===== src/usart_pkg.sv =====
// Shared constants, types and decoding for the serial frame and transmit block
package usart_pkg;

	localparam int          ADDR_W = 8;
	localparam int          DATA_W = 32;

	localparam logic [7:0]  OFF_STATUS = 8'h00;
	localparam logic [7:0]  OFF_CTRL_B = 8'h04;
	localparam logic [7:0]  OFF_CTRL_C = 8'h08;
	localparam logic [7:0]  OFF_DATA   = 8'h0C;
	localparam logic [7:0]  OFF_BAUD   = 8'h10;

	localparam int          ST_RXC  = 7;
	localparam int          ST_TXC  = 6;
	localparam int          ST_DRE  = 5;
	localparam int          ST_FE   = 4;

	localparam int          CB_U2X  = 5;
	localparam int          CB_RXEN = 4;
	localparam int          CB_TXEN = 3;
	localparam int          CB_CSZ2 = 2;
	localparam int          CB_RXB8 = 1;
	localparam int          CB_TXB8 = 0;

	localparam int          CC_MAST = 7;
	localparam int          CC_SYNC = 6;
	localparam int          CC_PAR  = 4;
	localparam int          CC_STOP = 3;
	localparam int          CC_CSZ  = 1;
	localparam int          CC_POL  = 0;

	localparam logic [7:0]  CTRL_B_RST = 8'h00;
	localparam logic [7:0]  CTRL_C_RST = 8'h06;
	localparam logic [11:0] BAUD_RST   = 12'h000;

	localparam logic [3:0]  SPB_NORMAL = 4'hF;
	localparam logic [3:0]  SPB_DOUBLE = 4'h7;
	localparam logic [3:0]  HALF_NORMAL = 4'h7;
	localparam logic [3:0]  HALF_DOUBLE = 4'h3;

	localparam logic [1:0]  PAR_OFF  = 2'h0;
	localparam logic [1:0]  PAR_EVEN = 2'h2;
	localparam logic [1:0]  PAR_ODD  = 2'h3;

	typedef enum logic [2:0] {TX_IDLE, TX_START, TX_DATA, TX_PARITY, TX_STOP1, TX_STOP2} txState_t;
	typedef enum logic [1:0] {RX_IDLE, RX_START, RX_BITS} rxState_t;

	// Codes 4 to 6 are reserved and fall back to eight bits
	function automatic logic [3:0] dataBits(input logic [2:0] csz);
		unique case (csz)
			3'h0: dataBits = 4'h5;
			3'h1: dataBits = 4'h6;
			3'h2: dataBits = 4'h7;
			3'h7: dataBits = 4'h9;
			default: dataBits = 4'h8;
		endcase
	endfunction

	function automatic logic [8:0] dataMask(input logic [3:0] nBits);
		// One mask bit per data bit, counted from the bottom
		dataMask = 9'h1FF >> (4'h9 - nBits);
	endfunction

endpackage


===== src/usart_clock_gen.sv =====
// Baud divider, transfer clock generation and transfer clock edge detection
`timescale 1ns/1ps
module usart_clock_gen (
	input  wire logic        clk,
	input  wire logic        reset_n,
	input  wire logic [11:0] baudDivisor,
	input  wire logic        baudReload,
	input  wire logic        doubleSpeed,
	input  wire logic        syncMode,
	input  wire logic        syncMaster,
	input  wire logic        clockPolarity,
	input  wire logic        xckPin,
	output logic             txTick,
	output logic             rxOvTick,
	output logic             rxSampleEdge,
	output logic             xckOut
);

	logic [11:0] baudCnt_r;
	logic [3:0]  prescale_r;
	logic        xckInt_r;
	logic        xckS1_r;
	logic        xckS2_r;
	logic        xckS3_r;
	logic        baudTick;
	logic [3:0]  prescaleTop;
	logic        xckRise;
	logic        xckFall;

	assign baudTick    = (baudCnt_r == 12'h000);
	assign prescaleTop = doubleSpeed ? usart_pkg::SPB_DOUBLE : usart_pkg::SPB_NORMAL;

	// Divider reloads on a divisor write, but with the old divisor; the new rate starts at the next reload
	always_ff @(posedge clk or negedge reset_n) begin
		if (!reset_n) begin
			baudCnt_r <= usart_pkg::BAUD_RST;
		end else if (baudReload || baudTick) begin
			baudCnt_r <= baudDivisor;
		end else begin
			baudCnt_r <= baudCnt_r - 12'h001;
		end
	end

	always_ff @(posedge clk or negedge reset_n) begin
		if (!reset_n) begin
			prescale_r <= 4'h0;
		end else if (baudTick) begin
			prescale_r <= (prescale_r >= prescaleTop) ? 4'h0 : prescale_r + 4'h1;
		end
	end

	// Master clock runs at half the divider rate
	always_ff @(posedge clk or negedge reset_n) begin
		if (!reset_n) begin
			xckInt_r <= 1'b0;
		end else if (syncMode && syncMaster && baudTick) begin
			xckInt_r <= ~xckInt_r;
		end
	end

	// Slave clock is asynchronous: two flops before the edge detector
	always_ff @(posedge clk or negedge reset_n) begin
		if (!reset_n) begin
			xckS1_r <= 1'b0;
			xckS2_r <= 1'b0;
			xckS3_r <= 1'b0;
		end else begin
			xckS1_r <= xckPin;
			xckS2_r <= xckS1_r;
			xckS3_r <= xckS2_r;
		end
	end

	always_comb begin
		if (syncMaster) begin
			xckRise = baudTick && !xckInt_r && syncMode;
			xckFall = baudTick && xckInt_r && syncMode;
		end else begin
			xckRise = xckS2_r && !xckS3_r;
			xckFall = !xckS2_r && xckS3_r;
		end
	end

	assign xckOut       = xckInt_r;
	assign rxOvTick     = baudTick;
	assign txTick       = syncMode ? (clockPolarity ? xckFall : xckRise)
	                               : (baudTick && prescale_r >= prescaleTop);
	assign rxSampleEdge = clockPolarity ? xckRise : xckFall;

endmodule


===== src/usart_frame_tx.sv =====
// Serial frame formatter, transmitter and frame receiver with an APB register file
`timescale 1ns/1ps
module usart_frame_tx (
	input  wire logic        clk,
	input  wire logic        reset_n,
	input  wire logic        psel,
	input  wire logic        penable,
	input  wire logic        pwrite,
	input  wire logic [7:0]  paddr,
	input  wire logic [31:0] pwdata,
	output logic      [31:0] prdata,
	output logic             pready,
	output logic             pslverr,
	input  wire logic        rxdPin,
	input  wire logic        xckPin,
	output logic             txdOut,
	output logic             txdOe,
	output logic             xckOut,
	output logic             xckOe
);

	logic [7:0]              ctrlB_r;
	logic [7:0]              ctrlC_r;
	logic [11:0]             baudDivisor_r;
	logic [31:0]             prdata_r;
	logic                    pready_r;
	logic                    pslverr_r;
	logic [8:0]              bufData_r;
	logic                    bufFull_r;
	logic                    txComplete_r;
	logic                    txActive_r;
	logic                    txLine_r;
	logic                    xckOe_r;
	usart_pkg::txState_t     txState_r;
	logic [8:0]              txShift_r;
	logic                    txParity_r;
	logic [3:0]              txBitCnt_r;
	usart_pkg::rxState_t     rxState_r;
	logic [3:0]              rxCnt_r;
	logic [3:0]              rxBitCnt_r;
	logic [9:0]              rxShift_r;
	logic [8:0]              rxData_r;
	logic                    rxComplete_r;
	logic                    frameErr_r;
	logic                    rxdS1_r;
	logic                    rxdS2_r;

	logic                    access;
	logic                    wrEn;
	logic                    rdDone;
	logic                    mapped;
	logic                    dataWrite;
	logic                    baudWrite;
	logic                    fmtChange;
	logic                    txTick;
	logic                    rxOvTick;
	logic                    rxSampleEdge;
	logic                    xckGen;
	logic [2:0]              charSize;
	logic [3:0]              nBits;
	logic [8:0]              mask;
	logic [1:0]              parityMode;
	logic                    parityOn;
	logic                    twoStops;
	logic                    syncMode;
	logic                    txLastStop;
	logic                    txLoad;
	logic                    txDone;
	logic [8:0]              loadData;
	logic [3:0]              rxTarget;
	logic                    rxTick;
	logic [3:0]              rxFrameBits;
	logic [7:0]              statusRd;

	// One format setting is shared by both directions
	assign charSize   = {ctrlB_r[usart_pkg::CB_CSZ2], ctrlC_r[usart_pkg::CC_CSZ +: 2]};
	assign nBits      = usart_pkg::dataBits(charSize);
	assign mask       = usart_pkg::dataMask(nBits);
	assign parityMode = ctrlC_r[usart_pkg::CC_PAR +: 2];
	assign parityOn   = (parityMode == usart_pkg::PAR_EVEN) || (parityMode == usart_pkg::PAR_ODD);
	assign twoStops   = ctrlC_r[usart_pkg::CC_STOP];
	assign syncMode   = ctrlC_r[usart_pkg::CC_SYNC];

	// APB: one wait state, so read data and pready both come from flops
	assign access    = psel && penable && !pready_r;
	assign wrEn      = psel && penable && pready_r && pwrite;
	assign rdDone    = psel && penable && pready_r && !pwrite;
	assign mapped    = (paddr == usart_pkg::OFF_STATUS) || (paddr == usart_pkg::OFF_CTRL_B) ||
	                   (paddr == usart_pkg::OFF_CTRL_C) || (paddr == usart_pkg::OFF_DATA) ||
	                   (paddr == usart_pkg::OFF_BAUD);
	assign dataWrite = wrEn && (paddr == usart_pkg::OFF_DATA);
	assign baudWrite = wrEn && (paddr == usart_pkg::OFF_BAUD);
	assign fmtChange = wrEn && (((paddr == usart_pkg::OFF_CTRL_C) &&
	                   (pwdata[5:1] != ctrlC_r[5:1])) || ((paddr == usart_pkg::OFF_CTRL_B) &&
	                   (pwdata[usart_pkg::CB_CSZ2] != ctrlB_r[usart_pkg::CB_CSZ2])));

	assign statusRd = {rxComplete_r, txComplete_r, !bufFull_r, frameErr_r, 4'h0};

	always_ff @(posedge clk or negedge reset_n) begin
		if (!reset_n) begin
			pready_r  <= 1'b0;
			pslverr_r <= 1'b0;
			prdata_r  <= 32'h0000_0000;
		end else begin
			pready_r  <= access;
			pslverr_r <= access && !mapped;
			if (access && !pwrite) begin
				unique case (paddr)
					usart_pkg::OFF_STATUS: prdata_r <= {24'h00_0000, statusRd};
					usart_pkg::OFF_CTRL_B: prdata_r <= {24'h00_0000, ctrlB_r[7:2],
					                                    rxData_r[8], ctrlB_r[0]};
					usart_pkg::OFF_CTRL_C: prdata_r <= {24'h00_0000, ctrlC_r};
					usart_pkg::OFF_DATA:   prdata_r <= {24'h00_0000, rxData_r[7:0]};
					usart_pkg::OFF_BAUD:   prdata_r <= {20'h0_0000, baudDivisor_r};
					default:               prdata_r <= 32'h0000_0000;
				endcase
			end else begin
				prdata_r <= 32'h0000_0000;
			end
		end
	end

	always_ff @(posedge clk or negedge reset_n) begin
		if (!reset_n) begin
			ctrlB_r       <= usart_pkg::CTRL_B_RST;
			ctrlC_r       <= usart_pkg::CTRL_C_RST;
			baudDivisor_r <= usart_pkg::BAUD_RST;
		end else if (wrEn) begin
			if (paddr == usart_pkg::OFF_CTRL_B) begin
				ctrlB_r <= {2'h0, pwdata[5:2], 1'b0, pwdata[0]};
			end
			if (paddr == usart_pkg::OFF_CTRL_C) begin
				ctrlC_r <= pwdata[7:0];
			end
			if (baudWrite) begin
				baudDivisor_r <= pwdata[11:0];
			end
		end
	end

	usart_clock_gen clockGen (
		.clk           (clk),
		.reset_n       (reset_n),
		.baudDivisor   (baudDivisor_r),
		.baudReload    (baudWrite),
		.doubleSpeed   (ctrlB_r[usart_pkg::CB_U2X]),
		.syncMode      (syncMode),
		.syncMaster    (ctrlC_r[usart_pkg::CC_MAST]),
		.clockPolarity (ctrlC_r[usart_pkg::CC_POL]),
		.xckPin        (xckPin),
		.txTick        (txTick),
		.rxOvTick      (rxOvTick),
		.rxSampleEdge  (rxSampleEdge),
		.xckOut        (xckGen)
	);

	// Transmit buffer; ninth bit is taken from the control bit at write time
	always_ff @(posedge clk or negedge reset_n) begin
		if (!reset_n) begin
			bufData_r <= 9'h000;
			bufFull_r <= 1'b0;
		end else begin
			if (dataWrite) begin
				bufData_r <= {ctrlB_r[usart_pkg::CB_TXB8], pwdata[7:0]};
				bufFull_r <= 1'b1;
			end else if (txLoad) begin
				bufFull_r <= 1'b0;
			end
		end
	end

	// Pin ownership is held until the pending and shifting frames are gone
	always_ff @(posedge clk or negedge reset_n) begin
		if (!reset_n) begin
			txActive_r <= 1'b0;
		end else if (ctrlB_r[usart_pkg::CB_TXEN]) begin
			txActive_r <= 1'b1;
		end else if (txState_r == usart_pkg::TX_IDLE && !bufFull_r) begin
			txActive_r <= 1'b0;
		end
	end

	assign txLastStop = (txState_r == usart_pkg::TX_STOP2) ||
	                    (txState_r == usart_pkg::TX_STOP1 && !twoStops);
	assign txLoad     = txTick && !fmtChange && bufFull_r && txActive_r &&
	                    (txState_r == usart_pkg::TX_IDLE || txLastStop);
	assign txDone     = txTick && !fmtChange && txLastStop && !txLoad;
	assign loadData   = bufData_r & mask;

	always_ff @(posedge clk or negedge reset_n) begin
		if (!reset_n) begin
			txState_r  <= usart_pkg::TX_IDLE;
			txLine_r   <= 1'b1;
			txShift_r  <= 9'h000;
			txParity_r <= 1'b0;
			txBitCnt_r <= 4'h0;
		end else if (fmtChange) begin
			txState_r <= usart_pkg::TX_IDLE;
			txLine_r  <= 1'b1;
		end else if (txLoad) begin
			txState_r  <= usart_pkg::TX_START;
			txLine_r   <= 1'b0;
			txShift_r  <= loadData;
			txParity_r <= (^loadData) ^ (parityMode == usart_pkg::PAR_ODD);
		end else if (txTick) begin
			unique case (txState_r)
				usart_pkg::TX_IDLE: begin
					txLine_r <= 1'b1;
				end
				usart_pkg::TX_START: begin
					txLine_r   <= txShift_r[0];
					txShift_r  <= txShift_r >> 1;
					txBitCnt_r <= 4'h1;
					txState_r  <= usart_pkg::TX_DATA;
				end
				usart_pkg::TX_DATA: begin
					if (txBitCnt_r == nBits) begin
						if (parityOn) begin
							txLine_r  <= txParity_r;
							txState_r <= usart_pkg::TX_PARITY;
						end else begin
							txLine_r  <= 1'b1;
							txState_r <= usart_pkg::TX_STOP1;
						end
					end else begin
						txLine_r   <= txShift_r[0];
						txShift_r  <= txShift_r >> 1;
						txBitCnt_r <= txBitCnt_r + 4'h1;
					end
				end
				usart_pkg::TX_PARITY: begin
					txLine_r  <= 1'b1;
					txState_r <= usart_pkg::TX_STOP1;
				end
				usart_pkg::TX_STOP1: begin
					txLine_r  <= 1'b1;
					txState_r <= twoStops ? usart_pkg::TX_STOP2 : usart_pkg::TX_IDLE;
				end
				usart_pkg::TX_STOP2: begin
					txLine_r  <= 1'b1;
					txState_r <= usart_pkg::TX_IDLE;
				end
				default: begin
					txLine_r  <= 1'b1;
					txState_r <= usart_pkg::TX_IDLE;
				end
			endcase
		end
	end

	// Set wins over a write-one clear in the same cycle
	always_ff @(posedge clk or negedge reset_n) begin
		if (!reset_n) begin
			txComplete_r <= 1'b0;
		end else if (txDone) begin
			txComplete_r <= 1'b1;
		end else if (wrEn && paddr == usart_pkg::OFF_STATUS && pwdata[usart_pkg::ST_TXC]) begin
			txComplete_r <= 1'b0;
		end
	end

	always_ff @(posedge clk or negedge reset_n) begin
		if (!reset_n) begin
			txdOe   <= 1'b0;
			xckOe_r <= 1'b0;
		end else begin
			txdOe   <= txActive_r;
			xckOe_r <= syncMode && ctrlC_r[usart_pkg::CC_MAST] &&
			           (txActive_r || ctrlB_r[usart_pkg::CB_RXEN]);
		end
	end

	// Receive pin is asynchronous to clk
	always_ff @(posedge clk or negedge reset_n) begin
		if (!reset_n) begin
			rxdS1_r <= 1'b1;
			rxdS2_r <= 1'b1;
		end else begin
			rxdS1_r <= rxdPin;
			rxdS2_r <= rxdS1_r;
		end
	end

	assign rxFrameBits = nBits + {3'h0, parityOn};
	assign rxTarget    = (rxState_r == usart_pkg::RX_START) ?
	                     (ctrlB_r[usart_pkg::CB_U2X] ? usart_pkg::HALF_DOUBLE : usart_pkg::HALF_NORMAL) :
	                     (ctrlB_r[usart_pkg::CB_U2X] ? usart_pkg::SPB_DOUBLE : usart_pkg::SPB_NORMAL);
	assign rxTick      = syncMode ? rxSampleEdge : (rxOvTick && rxCnt_r == rxTarget);

	// Oversample counter; mid-bit sampling in asynchronous mode only
	always_ff @(posedge clk or negedge reset_n) begin
		if (!reset_n) begin
			rxCnt_r <= 4'h0;
		end else if (rxState_r == usart_pkg::RX_IDLE || rxTick) begin
			rxCnt_r <= 4'h0;
		end else if (rxOvTick) begin
			rxCnt_r <= rxCnt_r + 4'h1;
		end
	end

	always_ff @(posedge clk or negedge reset_n) begin
		if (!reset_n) begin
			rxState_r  <= usart_pkg::RX_IDLE;
			rxBitCnt_r <= 4'h0;
			rxShift_r  <= 10'h000;
		end else if (fmtChange || !ctrlB_r[usart_pkg::CB_RXEN]) begin
			rxState_r <= usart_pkg::RX_IDLE;
		end else begin
			unique case (rxState_r)
				usart_pkg::RX_IDLE: begin
					rxBitCnt_r <= 4'h0;
					if (!rxdS2_r && (!syncMode || rxSampleEdge)) begin
						rxState_r <= syncMode ? usart_pkg::RX_BITS : usart_pkg::RX_START;
					end
				end
				usart_pkg::RX_START: begin
					if (rxTick) begin
						rxState_r <= rxdS2_r ? usart_pkg::RX_IDLE : usart_pkg::RX_BITS;
					end
				end
				usart_pkg::RX_BITS: begin
					if (rxTick) begin
						if (rxBitCnt_r == rxFrameBits) begin
							rxState_r <= usart_pkg::RX_IDLE;
						end else begin
							rxShift_r[rxBitCnt_r] <= rxdS2_r;
							rxBitCnt_r            <= rxBitCnt_r + 4'h1;
						end
					end
				end
				default: begin
					rxState_r <= usart_pkg::RX_IDLE;
				end
			endcase
		end
	end

	// First stop bit completes the frame; a second stop is not looked at
	always_ff @(posedge clk or negedge reset_n) begin
		if (!reset_n) begin
			rxData_r     <= 9'h000;
			frameErr_r   <= 1'b0;
			rxComplete_r <= 1'b0;
		end else if (rxState_r == usart_pkg::RX_BITS && rxTick && rxBitCnt_r == rxFrameBits &&
		             !fmtChange && ctrlB_r[usart_pkg::CB_RXEN]) begin
			rxData_r     <= rxShift_r[8:0] & mask;
			frameErr_r   <= !rxdS2_r;
			rxComplete_r <= 1'b1;
		end else if (rdDone && paddr == usart_pkg::OFF_DATA) begin
			rxComplete_r <= 1'b0;
		end
	end

	assign prdata  = prdata_r;
	assign pready  = pready_r;
	assign pslverr = pslverr_r;
	assign txdOut  = txLine_r;
	assign xckOut  = xckGen;
	assign xckOe   = xckOe_r;

endmodule


===== config.mk =====
export PLATFORM = sky130hd
export DESIGN_NAME = usart_frame_tx
export DESIGN_NICKNAME = d
export VERILOG_FILES = /design/src/usart_pkg.sv /design/src/usart_clock_gen.sv /design/src/usart_frame_tx.sv
export SDC_FILE = /design/constraint.sdc
export NUM_CORES = 1
export LEC_CHECK = 0
export BUFFER_PORTS_ARGS = -buffer_cell sky130_fd_sc_hd__buf_4
export CORE_ASPECT_RATIO = 0.5
export CORE_UTILIZATION = 50
export DETAILED_ROUTE_END_ITERATION = 10
export MAX_ROUTING_LAYER = met4
export PLACE_DENSITY = 0.79
export SYNTH_ARGS = -nofsm -noshare
export SYNTH_HDL_FRONTEND = slang
export SYNTH_HIERARCHICAL = 1
export SYNTH_SLANG_ARGS = --single-unit

===== constraint.sdc =====
create_clock -name clk -period 3.8 [get_ports clk]
set_clock_uncertainty 0.2 [all_clocks]
set_input_delay 0.38 -clock clk [delete_from_list [all_inputs] [get_ports clk]]
set_output_delay 0.38 -clock clk [all_outputs]
set_load 0.005 [all_outputs]

Yosys cells after proc, flatten, opt, wreduce, memory -nomap -nowiden
Index checks and enable logic that the tools add are counted.
{ "word_totals": {"ff_bits": 144, "wordCells": 231} }
{ "classes": {"shift": 1, "magnitude_cmp": 3, "bitwise": 8, "eq_ne": 31, "n_mux": 57, "reduce_logical": 92, "add_sub_neg": 7} }
{ "ops": {"columns": ["cell", "n"], "rows": [
  ["one-hot mux 12 bit (5 select lines)", 1],
  ["logical AND 1 bit", 40],
  ["two-way mux 32 bit", 1],
  ["two-way mux 4 bit", 8],
  ["two-way mux 9 bit", 3],
  ["two-way mux 3 bit", 7],
  ["two-way mux 1 bit", 20],
  ["AND 9 bit", 2],
  ["one-hot mux 9 bit (2 select lines)", 1],
  ["adder 4 x 1 -> 4 bit (second input constant)", 4],
  ["equality test 8 x 4 -> 1 bit (second input constant)", 2],
  ["one-hot mux 4 bit (2 select lines)", 2],
  ["one-hot mux 4 bit (4 select lines)", 1],
  ["AND reduction 4 bit", 4],
  ["nonzero test 2 bit", 8],
  ["one-hot mux 3 bit (5 select lines)", 1],
  ["two-way mux 2 bit", 7],
  ["logical NOT 1 bit", 13],
  ["logical OR 1 bit", 13],
  ["equality test 4 bit", 3],
  ["logical NOT 12 bit", 1],
  ["two-way mux 12 bit", 1],
  ["!= test 3 bit (second input constant)", 4],
  ["subtractor 12 x 1 -> 12 bit (second input constant)", 1],
  ["33 further kinds", 51]
]} }

Depth between registers and ports, before layout
Gate-level depths: netlist of the first run.
{ "logic_depth": {"depth_word": 13, "ltp_mapped": 14, "mapped_depth_nobuf": 11} }

By module
The synthesis of the first run kept the hierarchy.
{ "modules_own_cells": {"columns": ["mod", "area_each_um2", "n_inst", "cells_each"], "rows": [
  ["usart_frame_tx", 5400.2, 1, 500],
  ["usart_clock_gen", 1132.3, 1, 114]
]} }

Worst setup path before layout of the first run
No wires, ideal clock.
{ "synth_path": {"kind": "reg2reg", "start": "register ctrlC_r[1]", "end": "register rxData_r[6]", "required_ns": 3.480, "n_path_buf": 3, "path_stages_with_launch": 13, "setup_ns": 0.120, "path_slack_ns": 0.548, "period_less_slack_ns": 3.252, "t_arrival_ns": 2.932, "path_cell_list": "dfstp_2 > buf_6 > clkbuf_1 > o21ai_1 > ha_1 > maj3_2 > nor2_2 > xnor2_1 > or4_4 > nor4_4 > buf_6 > nor2b_1 > a31o_1"} }
{ "synth_between": {"elab_chain_len": 7, "word_cells_on_any_way": 18, "classes_between": "add/sub (2); eq/ne (5); shift (1); mux (1); bitwise (1); reduce/logical (8)"} }
{ "synth_rtl": {"columns": ["element", "line_no", "source"], "rows": [
  ["start, declared", "usart_frame_tx.sv:23", "logic [7:0] ctrlC_r;"],
  ["start signal, assigned", "usart_frame_tx.sv:126", "ctrlC_r <= usart_pkg::CTRL_C_RST;"],
  ["start signal, assigned", "usart_frame_tx.sv:133", "ctrlC_r <= pwdata[7:0];"],
  ["parallel branches: the longest is 7 deep, another holds subtractor 4 bit", null, null],
  ["end signal, assigned", "usart_frame_tx.sv:346", "rxData_r <= rxShift_r[8:0] & mask;"],
  ["end, declared", "usart_frame_tx.sv:42", "logic [8:0] rxData_r;"]
]} }
Several ways; the timed one is not identified.
A chain may end at the register's enable or synchronous reset.

Final worst setup path of the first run
{ "layout_path": {"start": "register clockGen.baudCnt_r[0]", "end": "register rxShift_r[0]"} }
{ "layout_between": {"elab_chain_len": 7, "word_cells_on_any_way": 11, "classes_between": "mux (4); reduce/logical (7)"} }
{ "layout_rtl": {"columns": ["element", "line_no", "source"], "rows": [
  ["start, declared", "usart_clock_gen.sv:19", "logic [11:0] baudCnt_r;"],
  ["start signal, assigned", "usart_clock_gen.sv:36", "baudCnt_r <= usart_pkg::BAUD_RST;"],
  ["start signal, assigned", "usart_clock_gen.sv:38", "baudCnt_r <= baudDivisor;"],
  ["start signal, assigned", "usart_clock_gen.sv:40", "baudCnt_r <= baudCnt_r - 12'h001;"],
  ["logical NOT 12 bit (*)", "usart_clock_gen.sv:30", "assign baudTick = (baudCnt_r == 12'h000);"],
  ["via rxOvTick", "usart_frame_tx.sv:56", "logic rxOvTick;"],
  ["logical AND 1 bit (on tied branches) (2 in a row)", "usart_clock_gen.sv:77, usart_clock_gen.sv:76", null],
  ["two-way mux 1 bit", "usart_clock_gen.sv:75", "if (syncMaster) begin"],
  ["two-way mux 1 bit (*)", "usart_clock_gen.sv:88", "assign rxSampleEdge = clockPolarity ? xckRise : xckFall;"],
  ["via rxSampleEdge", "usart_frame_tx.sv:57", "logic rxSampleEdge;"],
  ["two-way mux 1 bit (*)", "usart_frame_tx.sv:288", "assign rxTick = syncMode ? rxSampleEdge : (rxOvTick && rxCnt_r == rxTarget);"],
  ["AND reduction 4 bit (no source line) (*)", null, null],
  ["end signal, assigned by index", "usart_frame_tx.sv:326", "rxShift_r[rxBitCnt_r] <= rxdS2_r;"],
  ["end, declared", "usart_frame_tx.sv:41", "logic [9:0] rxShift_r;"]
]} }
The timed path passes the listed nets; every way through them passes the cells marked *.

==> flow_metrics.env, run 1 <==
export IMPL_maxSlewHeadroom_pct=35.7
export IMPL_post_cts_setup_buffers=0
export IMPL_core_area_um2=12700
export IMPL_placed_cell_area_um2=6980
export IMPL_grt_pass1_wl_um=25700
export IMPL_cts_sinks=123
export IMPL_p_leak_nw=3.53
export IMPL_synth_area_leaders="dfrtp_1 45%, mux2_2 6.7%, xnor2_1 3.2%, nand2_1 3.0%, ha_1 2.9%"
export IMPL_wl_met2_um=7610
export IMPL_vias=5068
export IMPL_die_area_um2=13600
export IMPL_hp_class="in2reg"
export IMPL_worstPathMaxFanout=12
export IMPL_reg2reg_from="clockGen/baudCnt_r[0]$_DFF_PN0_"
export IMPL_synth_compound_area_share_pct=13.2
export IMPL_drv_cap=0
export IMPL_clk_latency_ps=420
export IMPL_postRouteWirelength_um=15600
export IMPL_synth_top_cell_area_share_pct=45.2
export IMPL_hold_buffers=7
export IMPL_status="completed"
export IMPL_die_width_um=164
export IMPL_reg2reg_to="rxShift_r[0]$_DFFE_PN0P_"
export IMPL_post_route_min_period_ps=3510
export IMPL_firstDrtPassIters=5
export IMPL_avgRoutedWirePerCell_um=18.3
export IMPL_reg2reg_slack_ps=290
export IMPL_slowest_delay_ps=470
export IMPL_synth_simple_gate_area_share_pct=16.3
export IMPL_antenna_diode_count=0
export IMPL_fin_crit_sh_pct=92.3
export IMPL_path_cells="inv_1 -> ha_1 -> nor3b_1 -> and4_1 -> buf_4 -> nand4b_1 -> o21ai_0 -> nand2_1 -> o31a_4 -> nand2b_4 -> nor4_1 -> mux2_2"
export IMPL_rows=29
export IMPL_place_inst=815
export IMPL_p_per_area_nw_per_um2=433
export IMPL_synthAdderAreaFrac_pct=3.05
export IMPL_hold_viol=0
export IMPL_antenna_found_initial=0
export IMPL_irDropWorstVdd_uv=329
export IMPL_die_height_um=82.8
export IMPL_clk_pin_slew_ps=60
export IMPL_syn_inst=614
export IMPL_hpwl_um=10400
export IMPL_setup_tns_ps=0
export IMPL_setup_viol=0
export IMPL_grt_overflow=0
export IMPL_slew_viol_final=0
export IMPL_required_ps=3900
export IMPL_synth_main_ff_cell="dfrtp_1"
export IMPL_fin_cells=854
export IMPL_highest_layer="met4"
export IMPL_drcViolationCount=0
export IMPL_crit_path_end="rxShift_r[0]$_DFFE_PN0P_"
export IMPL_crit_path_start_kind="flip-flop"
export IMPL_tightestPinTransition_ps=956
export IMPL_final_util_pct=60.5
export IMPL_syn_area_per_cell_um2=10.6
export IMPL_drive_gt1_share_pct=24.6
export IMPL_grt_pass1_vias=5070
export IMPL_synth_distinct_cells=79
export IMPL_grtUsageTotal_pct=25.4
export IMPL_cp_arrival_ps=3610
export IMPL_design_area_um2=7680
export IMPL_cts_root_buf="clkbuf_16"
export IMPL_layout_nets=733
export IMPL_final_antenna_net_count=0
export IMPL_fillers=983
export IMPL_met1Wirelength_um=6770
export IMPL_end_kind="flip-flop"
export IMPL_numPortBuffers=44
export IMPL_ys_warn_count=6
export IMPL_min_from="pwdata[6]"
export IMPL_rsz0062_at_grt="no"
export IMPL_worstSetupPathType="reg2reg"
export IMPL_cpMaxStageDelayCell="and4_1"
export IMPL_crit_start="clockGen/baudCnt_r[0]$_DFF_PN0_"
export IMPL_ys_seq_area_share_pct=47.2
export IMPL_reg2reg_depth=12
export IMPL_yosys_register_bits=123
export IMPL_viasPerCell=5.93
export IMPL_numCtsBuffers=17
export IMPL_grt_max_degree=124
export IMPL_cts_tree="built"
export IMPL_initial_core_util_pct=51.4
export IMPL_timing_hold_ws_ps=46.0
export IMPL_syn_area_um2=6530
export IMPL_max_clock_freq_ghz=0.285
export IMPL_synthXorXnorAreaFrac_pct=5.09
export IMPL_wl_met3_um=1030
export IMPL_yosys_area_top_type="dfrtp_1"
export IMPL_synth_area_mux_share_pct=9.16
export IMPL_synth_edf_count=0
export IMPL_cts_htree_levels=4
export IMPL_gp_congestion=0.894
export IMPL_cts_buffer_depth=2
export IMPL_boundaryPins=85
export IMPL_synthArstFlopShare_pct=100
export IMPL_post_cts_resized=0
export IMPL_drt_initial_drc_count=561
export IMPL_syn2layout_area_growth_pct=17.6
export IMPL_synth_top_family_by_area="simple AND/OR/NAND/NOR gates"
## where the power goes
part           total [mW]  internal [mW]  switching [mW]
registers            1.41           1.35          0.0623
logic               0.172         0.0770          0.0955
clock network        1.74           1.15           0.591
## cell usage after synthesis (all sizes together), types with 5 or more instances
cell type / count
a21oi: 24
a222oi: 5
a22oi: 8
a31oi: 5
and3: 7
buf: 34
clkbuf: 13
dfrtp: 118
dfstp: 5
ha: 15
inv: 22
mux2: 48
mux2i: 5
nand2: 52
nand2b: 10
nand3: 25
nand3b: 5
nor2: 44
nor2b: 5
nor3: 10
nor4: 15
o21ai: 26
o221a: 8
xnor2: 24
xor2: 14
## metrics by stage
step	setup slack, ps	power (mW)
floorplan	548	1.52
global placement	503	1.59
detailed placement	423	1.60
CTS	328	3.34
global route	88.4	3.44
finish	293	3.32
## cells by family after synthesis
kind of cell             Yosys count
AND/OR/NAND/NOR                  196
flip-flops                       123
buffers and inverters             69
other                              1
XOR/XNOR                          38
adder cells (fa/ha/maj)           16
multiplexers                      53
AO/OA/AOI/OAI                    118
## cell type report
| cell class | instances | area, um^2 | share of cell area, % |
|---|---|---|---|
| Timing Repair Buffer | 66 | 538 | 7.00 |
| Inverter | 22 | 82.6 | 1.07 |
| Multi-Input combinational cell | 441 | 3130 | 40.7 |
| Tap cell | 170 | 213 | 2.77 |
| Clock buffer | 21 | 470 | 6.12 |
| Sequential cell | 123 | 3080 | 40.1 |
| Clock inverter | 11 | 166 | 2.17 |
## routing by layer
| layer | GRT usage [%] | vias to the layer above |
|---|---|---|
| met5 | - | - |
| li1 | - | 2297 |
| met3 | 4.95 | 23 |
| met4 | 8.50 | 0 |
| met2 | 39.9 | 186 |
| met1 | 33.2 | 2562 |
## sequential cells by signal (all words and copies together) (netlist names), 5 cells and up
register / cells
txShift_r: 9
bufData_r: 9
rxShift_r: 9
ctrlC_r: 8
prdata: 12
baudDivisor_r: 12
rxData_r: 9
ctrlB_r: 5
clockGen/baudCnt_r: 12
## how the worst min path moves through the flow
stage | end | slack [ps] | depth (start not counted)
global placement | clockGen/xckS2_r$_DFF_PN0_ | 130 | 0
global route | baudDivisor_r[6]$_DFFE_PN0P_ | 40 | 2
finish | baudDivisor_r[6]$_DFFE_PN0P_ | 50 | 2
CTS | baudDivisor_r[6]$_DFFE_PN0P_ | 40 | 2
floorplan | baudDivisor_r[0]$_DFFE_PN0P_ | -120 | 0
detailed placement | rxdS2_r$_DFF_PN1_ | 150 | 0
## critical path: cells and delay by family, from the launching register on
kind | cells | cell delay (ps)
AOI/OAI and AO/OA | 2 | 290
adders and majority gates | 1 | 190
buffers and inverters | 2 | 340
DFF | 1 | 390
muxes | 1 | 380
and+or+nand+nor | 6 | 1590
## cells in the final DEF (no fill, tap or decap), types with 4 or more instances in the layout
cell type / instances
a21oi_1: 23
a222oi_1: 5
a22oi_1: 8
a31oi_1: 5
and3_1: 7
buf_4: 57
bufinv_16: 4
clkbuf_16: 17
conb_1: 20
dfrtp_1: 118
dfstp_2: 5
dlygate4sd3_1: 7
ha_1: 15
inv_1: 22
mux2_1: 7
mux2_2: 39
mux2i_1: 5
nand2_1: 52
nand2b_1: 9
nand3_1: 22
nand3b_1: 5
nand4_1: 4
nand4b_1: 4
nor2_1: 42
nor2b_1: 5
nor3_1: 9
nor3b_1: 4
nor4_1: 11
o21ai_0: 22
o221a_2: 8
xnor2_1: 24
xor2_1: 14
Power figures use the tool's default switching activity.
==> run 2: changes to the inputs <==
SYNTH_HIERARCHICAL = default   (was 1)
==> run 2 against run 1 <==
Against the previous run:
- core utilization down 0.84 points
- maximum frequency up 1.8%
- sequential cell count unchanged
- total power down 5.8%
- routed wire length down 2.2%
- sequential power about the same
- hold slack worse by 13 ps
- clock-buffer cell count unchanged
- register-to-register slack better by 60 ps
- global-route usage down 0.93 points
- first-iteration DRC count down 24%
- largest power group unchanged
==> flow_metrics.env, run 2 <==
export IMPL_status="completed"
export IMPL_layout_nets=752
export IMPL_min_from="pwdata[7]"
export IMPL_crit_path_start_kind="flip-flop"
export IMPL_path_cells="xnor2_1 -> nor2_2 -> inv_1 -> ha_1 -> ha_1 -> nor2_1 -> a21boi_0 -> nand2_1 -> xnor2_1 -> xnor2_1 -> xnor2_1 -> a21oi_1"
export IMPL_postRouteWirelength_um=15300
export IMPL_numCtsBuffers=17
export IMPL_yosys_register_bits=123
export IMPL_synth_top_cell_area_share_pct=45.1
export IMPL_final_cell_mix="118 x dfrtp_1, 62 x nor2_1, 58 x nand2_1"
export IMPL_post_route_min_period_ps=3440
export IMPL_initial_core_util_pct=51.5
export IMPL_syn_area_per_cell_um2=10.2
export IMPL_reg2reg_from="ctrlC_r[1]$_DFFE_PN1P_"
export IMPL_ff_latch_area_um2=3080
export IMPL_antenna_diode_count=0
export IMPL_place_inst=834
export IMPL_synth_distinct_cells=68
export IMPL_drcViolationCount=0
export IMPL_cts_buffer_depth=2
export IMPL_multi_input_comb_area_um2=3180
export IMPL_ys_seq_area_share_pct=47.1
export IMPL_setup_viol=0
export IMPL_die_width_um=164
export IMPL_setup_tns_ps=0
export IMPL_fillers=1005
export IMPL_hp_class="in2reg"
export IMPL_core_area_um2=12700
export IMPL_layout_commonest_cell="dfrtp_1"
export IMPL_hpwl_um=10400
export IMPL_avgRoutedWirePerCell_um=17.5
export IMPL_drive_gt1_share_pct=20.1
export IMPL_die_height_um=82.9
export IMPL_worstSetupPathType="reg2reg"
export IMPL_gp_congestion=0.887
export IMPL_synthTopCellsByCount="118 x dfrtp_1, 63 x nor2_1, 58 x nand2_1, 38 x mux2_2, 30 x o21ai_0"
export IMPL_post_cts_setup_buffers=0
export IMPL_synthArstFlopShare_pct=100
export IMPL_synth_most_common_cell="dfrtp_1"
export IMPL_boundaryPins=85
export IMPL_vias=5058
export IMPL_tightestPinTransition_ps=802
export IMPL_maxSlewHeadroom_pct=46.3
export IMPL_clk_latency_ps=410
export IMPL_drt_initial_drc_count=427
export IMPL_antenna_found_initial=0
export IMPL_irDropWorstVdd_uv=329
export IMPL_fin_cells=872
export IMPL_hold_viol=0
export IMPL_viasPerCell=5.80
export IMPL_grt_max_degree=62
export IMPL_p_per_area_nw_per_um2=413
export IMPL_clk_pin_slew_ps=50
export IMPL_crit_start="ctrlC_r[1]$_DFFE_PN1P_"
export IMPL_rows=29
export IMPL_synth_main_ff_cell="dfrtp_1"
export IMPL_grt_pass1_wl_um=25000
export IMPL_die_area_um2=13600
export IMPL_firstDrtPassIters=6
export IMPL_grtUsageTotal_pct=24.5
export IMPL_ys_warn_count=0
export IMPL_syn_inst=641
export IMPL_slowest_delay_ps=710
export IMPL_cp_common_cell="xnor2_1"
export IMPL_syn_area_um2=6540
export IMPL_slew_viol_final=0
export IMPL_cp_arrival_ps=3540
export IMPL_fin_crit_sh_pct=90.6
export IMPL_cpMaxStageDelayCell="dfstp_2"
export IMPL_grt_overflow=0
export IMPL_final_antenna_net_count=0
export IMPL_end_kind="flip-flop"
export IMPL_drv_cap=0
export IMPL_syn2layout_area_growth_pct=15.8
export IMPL_cts_sinks=123
export IMPL_cts_htree_levels=4
export IMPL_yosys_area_top_type="dfrtp_1"
export IMPL_required_ps=3900
export IMPL_numPortBuffers=44
export IMPL_p_leak_nw=3.44
export IMPL_grt_pass1_vias=4884
export IMPL_cts_tree="built"
export IMPL_cts_root_buf="clkbuf_16"
export IMPL_synth_area_leaders="dfrtp_1 45%, mux2_2 6.5%, nor2_1 3.6%, nand2_1 3.3%, xnor2_1 3.2%"
export IMPL_max_clock_freq_ghz=0.290
export IMPL_synth_edf_count=0
export IMPL_final_util_pct=59.7
export IMPL_worstPathMaxFanout=15
export IMPL_rsz0062_at_grt="no"
-- run 2: report_power, final --
group / internal [mW] / leakage, nW / switching (mW)
Combinational: 0.0796 / 1.64 / 0.103
Sequential: 1.35 / 1.53 / 0.0567
Clock: 0.968 / 0.280 / 0.571
Total: 2.40 / 3.44 / 0.731
-- run 2: cells by family after synthesis --
group | count (synthesis) | share of synthesized area, %
other | 1 | 0.0573
multiplexers | 62 | 10.4
XOR/XNOR | 38 | 5.09
buffers and inverters | 71 | 5.54
AND/OR/NAND/NOR | 220 | 17.6
adder cells (fa/ha/maj) | 16 | 3.02
flip-flops | 123 | 47.1
AO/OA/AOI/OAI | 110 | 11.2
-- run 2: area by class of cell --
type | instances | area share [%]
sequential | 123 | 40.7
multi-input combinational | 466 | 41.9
clock buffer | 21 | 5.94
tap | 170 | 2.81
inverter | 21 | 1.04
timing repair buffer | 61 | 6.27
clock inverter | 10 | 1.32
-- run 2: final timing paths --
kind	to	cells after the start	slack [ps]
max in group asynchronous	rxdS1_r$_DFF_PN1_	3	2040
min in group asynchronous	clockGen.xckS3_r$_DFF_PN0_	2	400
hold / removal	ctrlC_r[7]$_DFFE_PN0P_	2	30
hold reg to reg	clockGen.xckS2_r$_DFF_PN0_	0	150
setup reg to reg	txParity_r$_DFFE_PN0P_	12	360
setup / recovery	txParity_r$_DFFE_PN0P_	12	360
-- run 2: worst max-delay path, delay by kind of cell (launching register included) --
kind            cells  cell delay (ps)
compound gates      2              350
simple gates        3              660
buf+inv             1               90
xor+xnor            4              650
fa+ha+maj           2              660
flops               1              710
-- run 2: repair_timing --
action                                 in CTS  in global routing
endpoints found under the hold margin      62                  0
resized for setup                           0                  1
setup endpoints to repair                   0                  1
hold buffers                                7                  0
-- run 2: per-layer routing --
| layer | global-route usage, % | vias to the layer above | share of wire, % |
|---|---|---|---|
| li1 | - | 2324 | - |
| met1 | 32.3 | 2566 | 45 |
| met2 | 38.4 | 157 | 48 |
| met3 | 5.69 | 11 | 6.0 |
| met4 | 5.81 | 0 | 0.76 |
| met5 | - | - | 0 |
-- run 2: through the flow --
| stage | instance area, um^2 | setup slack [ps] | total power [mW] | hold WS [ps] |
|---|---|---|---|---|
| final | 7580 | 356 | 3.13 | 32.8 |
| after global routing | 7580 | 66.9 | 3.23 | 22.5 |
| after CTS | 7580 | 281 | 3.14 | 28.0 |
| after detailed placement | 6960 | 342 | 1.60 | 138 |
| after global placement | 6960 | 422 | 1.59 | 139 |
| after floorplan | 6620 | 295 | 1.53 | -116 |
==> run 3: changes to the inputs <==
clock period = 3.49 ns   (was 3.8 ns; I/O delays follow)
==> run 3 against run 2 <==
Against the previous run:
- final cell count up 1.4%
- clock power grew 4%
- register-to-register slack worse by 240 ps
- combinational power grew 11%
- clock-buffer cell count is 3 higher
- non-clock buffer count is 11 higher
- global-route usage is 0.32 points higher
- sequential power grew 9%
- sequential cell count did not move
- core utilization increased by 0.73 points
==> flow_metrics.env, run 3 (same netlist as run 2, synthesis figures left out) <==
export IMPL_cts_buffer_depth=2
export IMPL_path_buf_inv=0
export IMPL_grt_pass1_wl_um=25100
export IMPL_fin_crit_sh_pct=96.5
export IMPL_core_area_um2=12700
export IMPL_hold_viol=0
export IMPL_tightestPinTransition_ps=772
export IMPL_drt_initial_drc_count=438
export IMPL_crit_path_start_kind="flip-flop"
export IMPL_cp_arrival_ps=3460
export IMPL_status="completed"
export IMPL_grt_pass1_vias=4844
export IMPL_die_width_um=164
export IMPL_initial_core_util_pct=51.5
export IMPL_worstSetupPathType="reg2reg"
export IMPL_reg2reg_slack_ps=120
export IMPL_drcViolationCount=0
export IMPL_die_area_um2=13600
export IMPL_hp_class="in2reg"
export IMPL_cp_num_cells=9
export IMPL_setup_viol=0
export IMPL_viasPerCell=5.73
export IMPL_gp_congestion=0.898
export IMPL_cp_common_cell="nor4_1"
export IMPL_cts_htree_levels=4
export IMPL_vias=5068
export IMPL_drv_cap=0
export IMPL_grtUsageTotal_pct=24.8
export IMPL_reg2reg_depth=9
export IMPL_max_clock_freq_ghz=0.297
export IMPL_layout_nets=763
export IMPL_avgRoutedWirePerCell_um=17.3
export IMPL_p_per_area_nw_per_um2=435
export IMPL_crit_family="simple AND/OR/NAND/NOR gates"
export IMPL_clk_pin_slew_ps=60
export IMPL_irDropWorstVdd_uv=373
export IMPL_slowest_delay_ps=650
export IMPL_final_antenna_net_count=0
export IMPL_maxSlewHeadroom_pct=48.3
export IMPL_antenna_diode_count=0
export IMPL_path_cells="o21ai_0 -> ha_1 -> maj3_1 -> nor2_1 -> xnor2_1 -> nor4_1 -> or4_4 -> nor4_1 -> mux2_1"
export IMPL_cts_tree="built"
export IMPL_drive_gt1_share_pct=21.0
export IMPL_syn2layout_area_growth_pct=17.2
export IMPL_cpMaxStageDelayCell="dfstp_2"
export IMPL_cts_sinks=123
export IMPL_hpwl_um=10700
export IMPL_p_leak_nw=3.49
export IMPL_final_cell_mix="118 x dfrtp_1, 63 x nor2_1, 61 x buf_4"
export IMPL_grt_max_degree=110
export IMPL_worstPathMaxFanout=16
export IMPL_postRouteWirelength_um=15300
export IMPL_grt_overflow=0
export IMPL_timing_hold_ws_ps=18.5
export IMPL_rows=29
export IMPL_die_height_um=82.9
export IMPL_slew_viol_final=0
export IMPL_boundaryPins=85
export IMPL_required_ps=3580
export IMPL_end_kind="flip-flop"
export IMPL_cts_root_buf="clkbuf_16"
export IMPL_post_route_min_period_ps=3370
export IMPL_fillers=1020
export IMPL_firstDrtPassIters=4
export IMPL_numPortBuffers=44
export IMPL_numCtsBuffers=17
export IMPL_layout_commonest_cell="dfrtp_1"
export IMPL_rsz0062_at_grt="yes"
export IMPL_fin_total_pwr_mw=3.34
export IMPL_antenna_found_initial=0
export IMPL_holdPathStages=2
export IMPL_clk_latency_ps=420
-- run 3: cell count changes in the layout (fill, tap and decap cells not counted) --
cell | previous run | this run
buf_4 | 54 | 61
clkbuf_8 | 1 | 4
dlygate4sd3_1 | 7 | 10
bufinv_16 | 2 | 0
clkinv_2 | 8 | 6
clkinvlp_4 | 0 | 2
buf_12 | 0 | 1
nor2_1 | 62 | 63
nor2_2 | 1 | 0
nor4_1 | 10 | 9
nor4_2 | 1 | 2
-- run 3: area by class of cell --
class	count	area [um^2]	area share, %
multi-input combinational	466	3180	41.5
sequential	123	3080	40.2
timing repair buffer	72	578	7.54
clock buffer	24	492	6.41
tap	170	213	2.77
inverter	21	78.8	1.03
clock inverter	8	45.0	0.587
-- run 3: report_power, final --
group	leakage, nW	internal [mW]	switching [mW]
registers	1.53	1.47	0.0612
logic	1.70	0.0903	0.114
clock network	0.266	0.973	0.629
total	3.49	2.54	0.804
-- run 3: worst paths after layout --
| kind | startpoint | to |
|---|---|---|
| setup / recovery | ctrlC_r[1]$_DFFE_PN1P_ | rxShift_r[2]$_DFFE_PN0P_ |
| hold / removal | pwdata[6] | baudDivisor_r[6]$_DFFE_PN0P_ |
| setup reg to reg | ctrlC_r[1]$_DFFE_PN1P_ | rxShift_r[2]$_DFFE_PN0P_ |
| hold reg to reg | clockGen.xckS1_r$_DFF_PN0_ | clockGen.xckS2_r$_DFF_PN0_ |
| max in group asynchronous | reset_n | txdOe$_DFF_PN0_ |
| min in group asynchronous | reset_n | prdata[8]$_DFF_PN0_ |
-- run 3: what timing repair did --
action	CTS	global route
resized for setup	0	1
hold endpoints to repair	25	0
setup endpoints to repair	0	8
setup buffers	0	0
hold buffers	10	0
-- run 3: per-stage QoR --
step / utilization, % / TNS [ps] / setup WS, ps / cell area, um^2 / cells
5_1_grt: 60.4 / -158 / -34.4 / 7670 / 884
6_report: 60.4 / 0 / 121 / 7670 / 884
3_3_place_gp: 55.3 / 0 / 240 / 7030 / 842
3_5_place_dp: 55.3 / 0 / 125 / 7030 / 842
2_1_floorplan: - / 0 / 63.0 / 6620 / 660
4_1_cts: 60.4 / 0 / 119 / 7660 / 884
-- run 3: metal layers --
layer / GRT usage, % / part of all wire [%] / vias up
met2: 37.8 / 47 / 172
met1: 33.6 / 47 / 2514
met4: 7.58 / 1.3 / 0
met3: 4.95 / 4.9 / 19
li1: - / - / 2363
met5: - / 0 / -
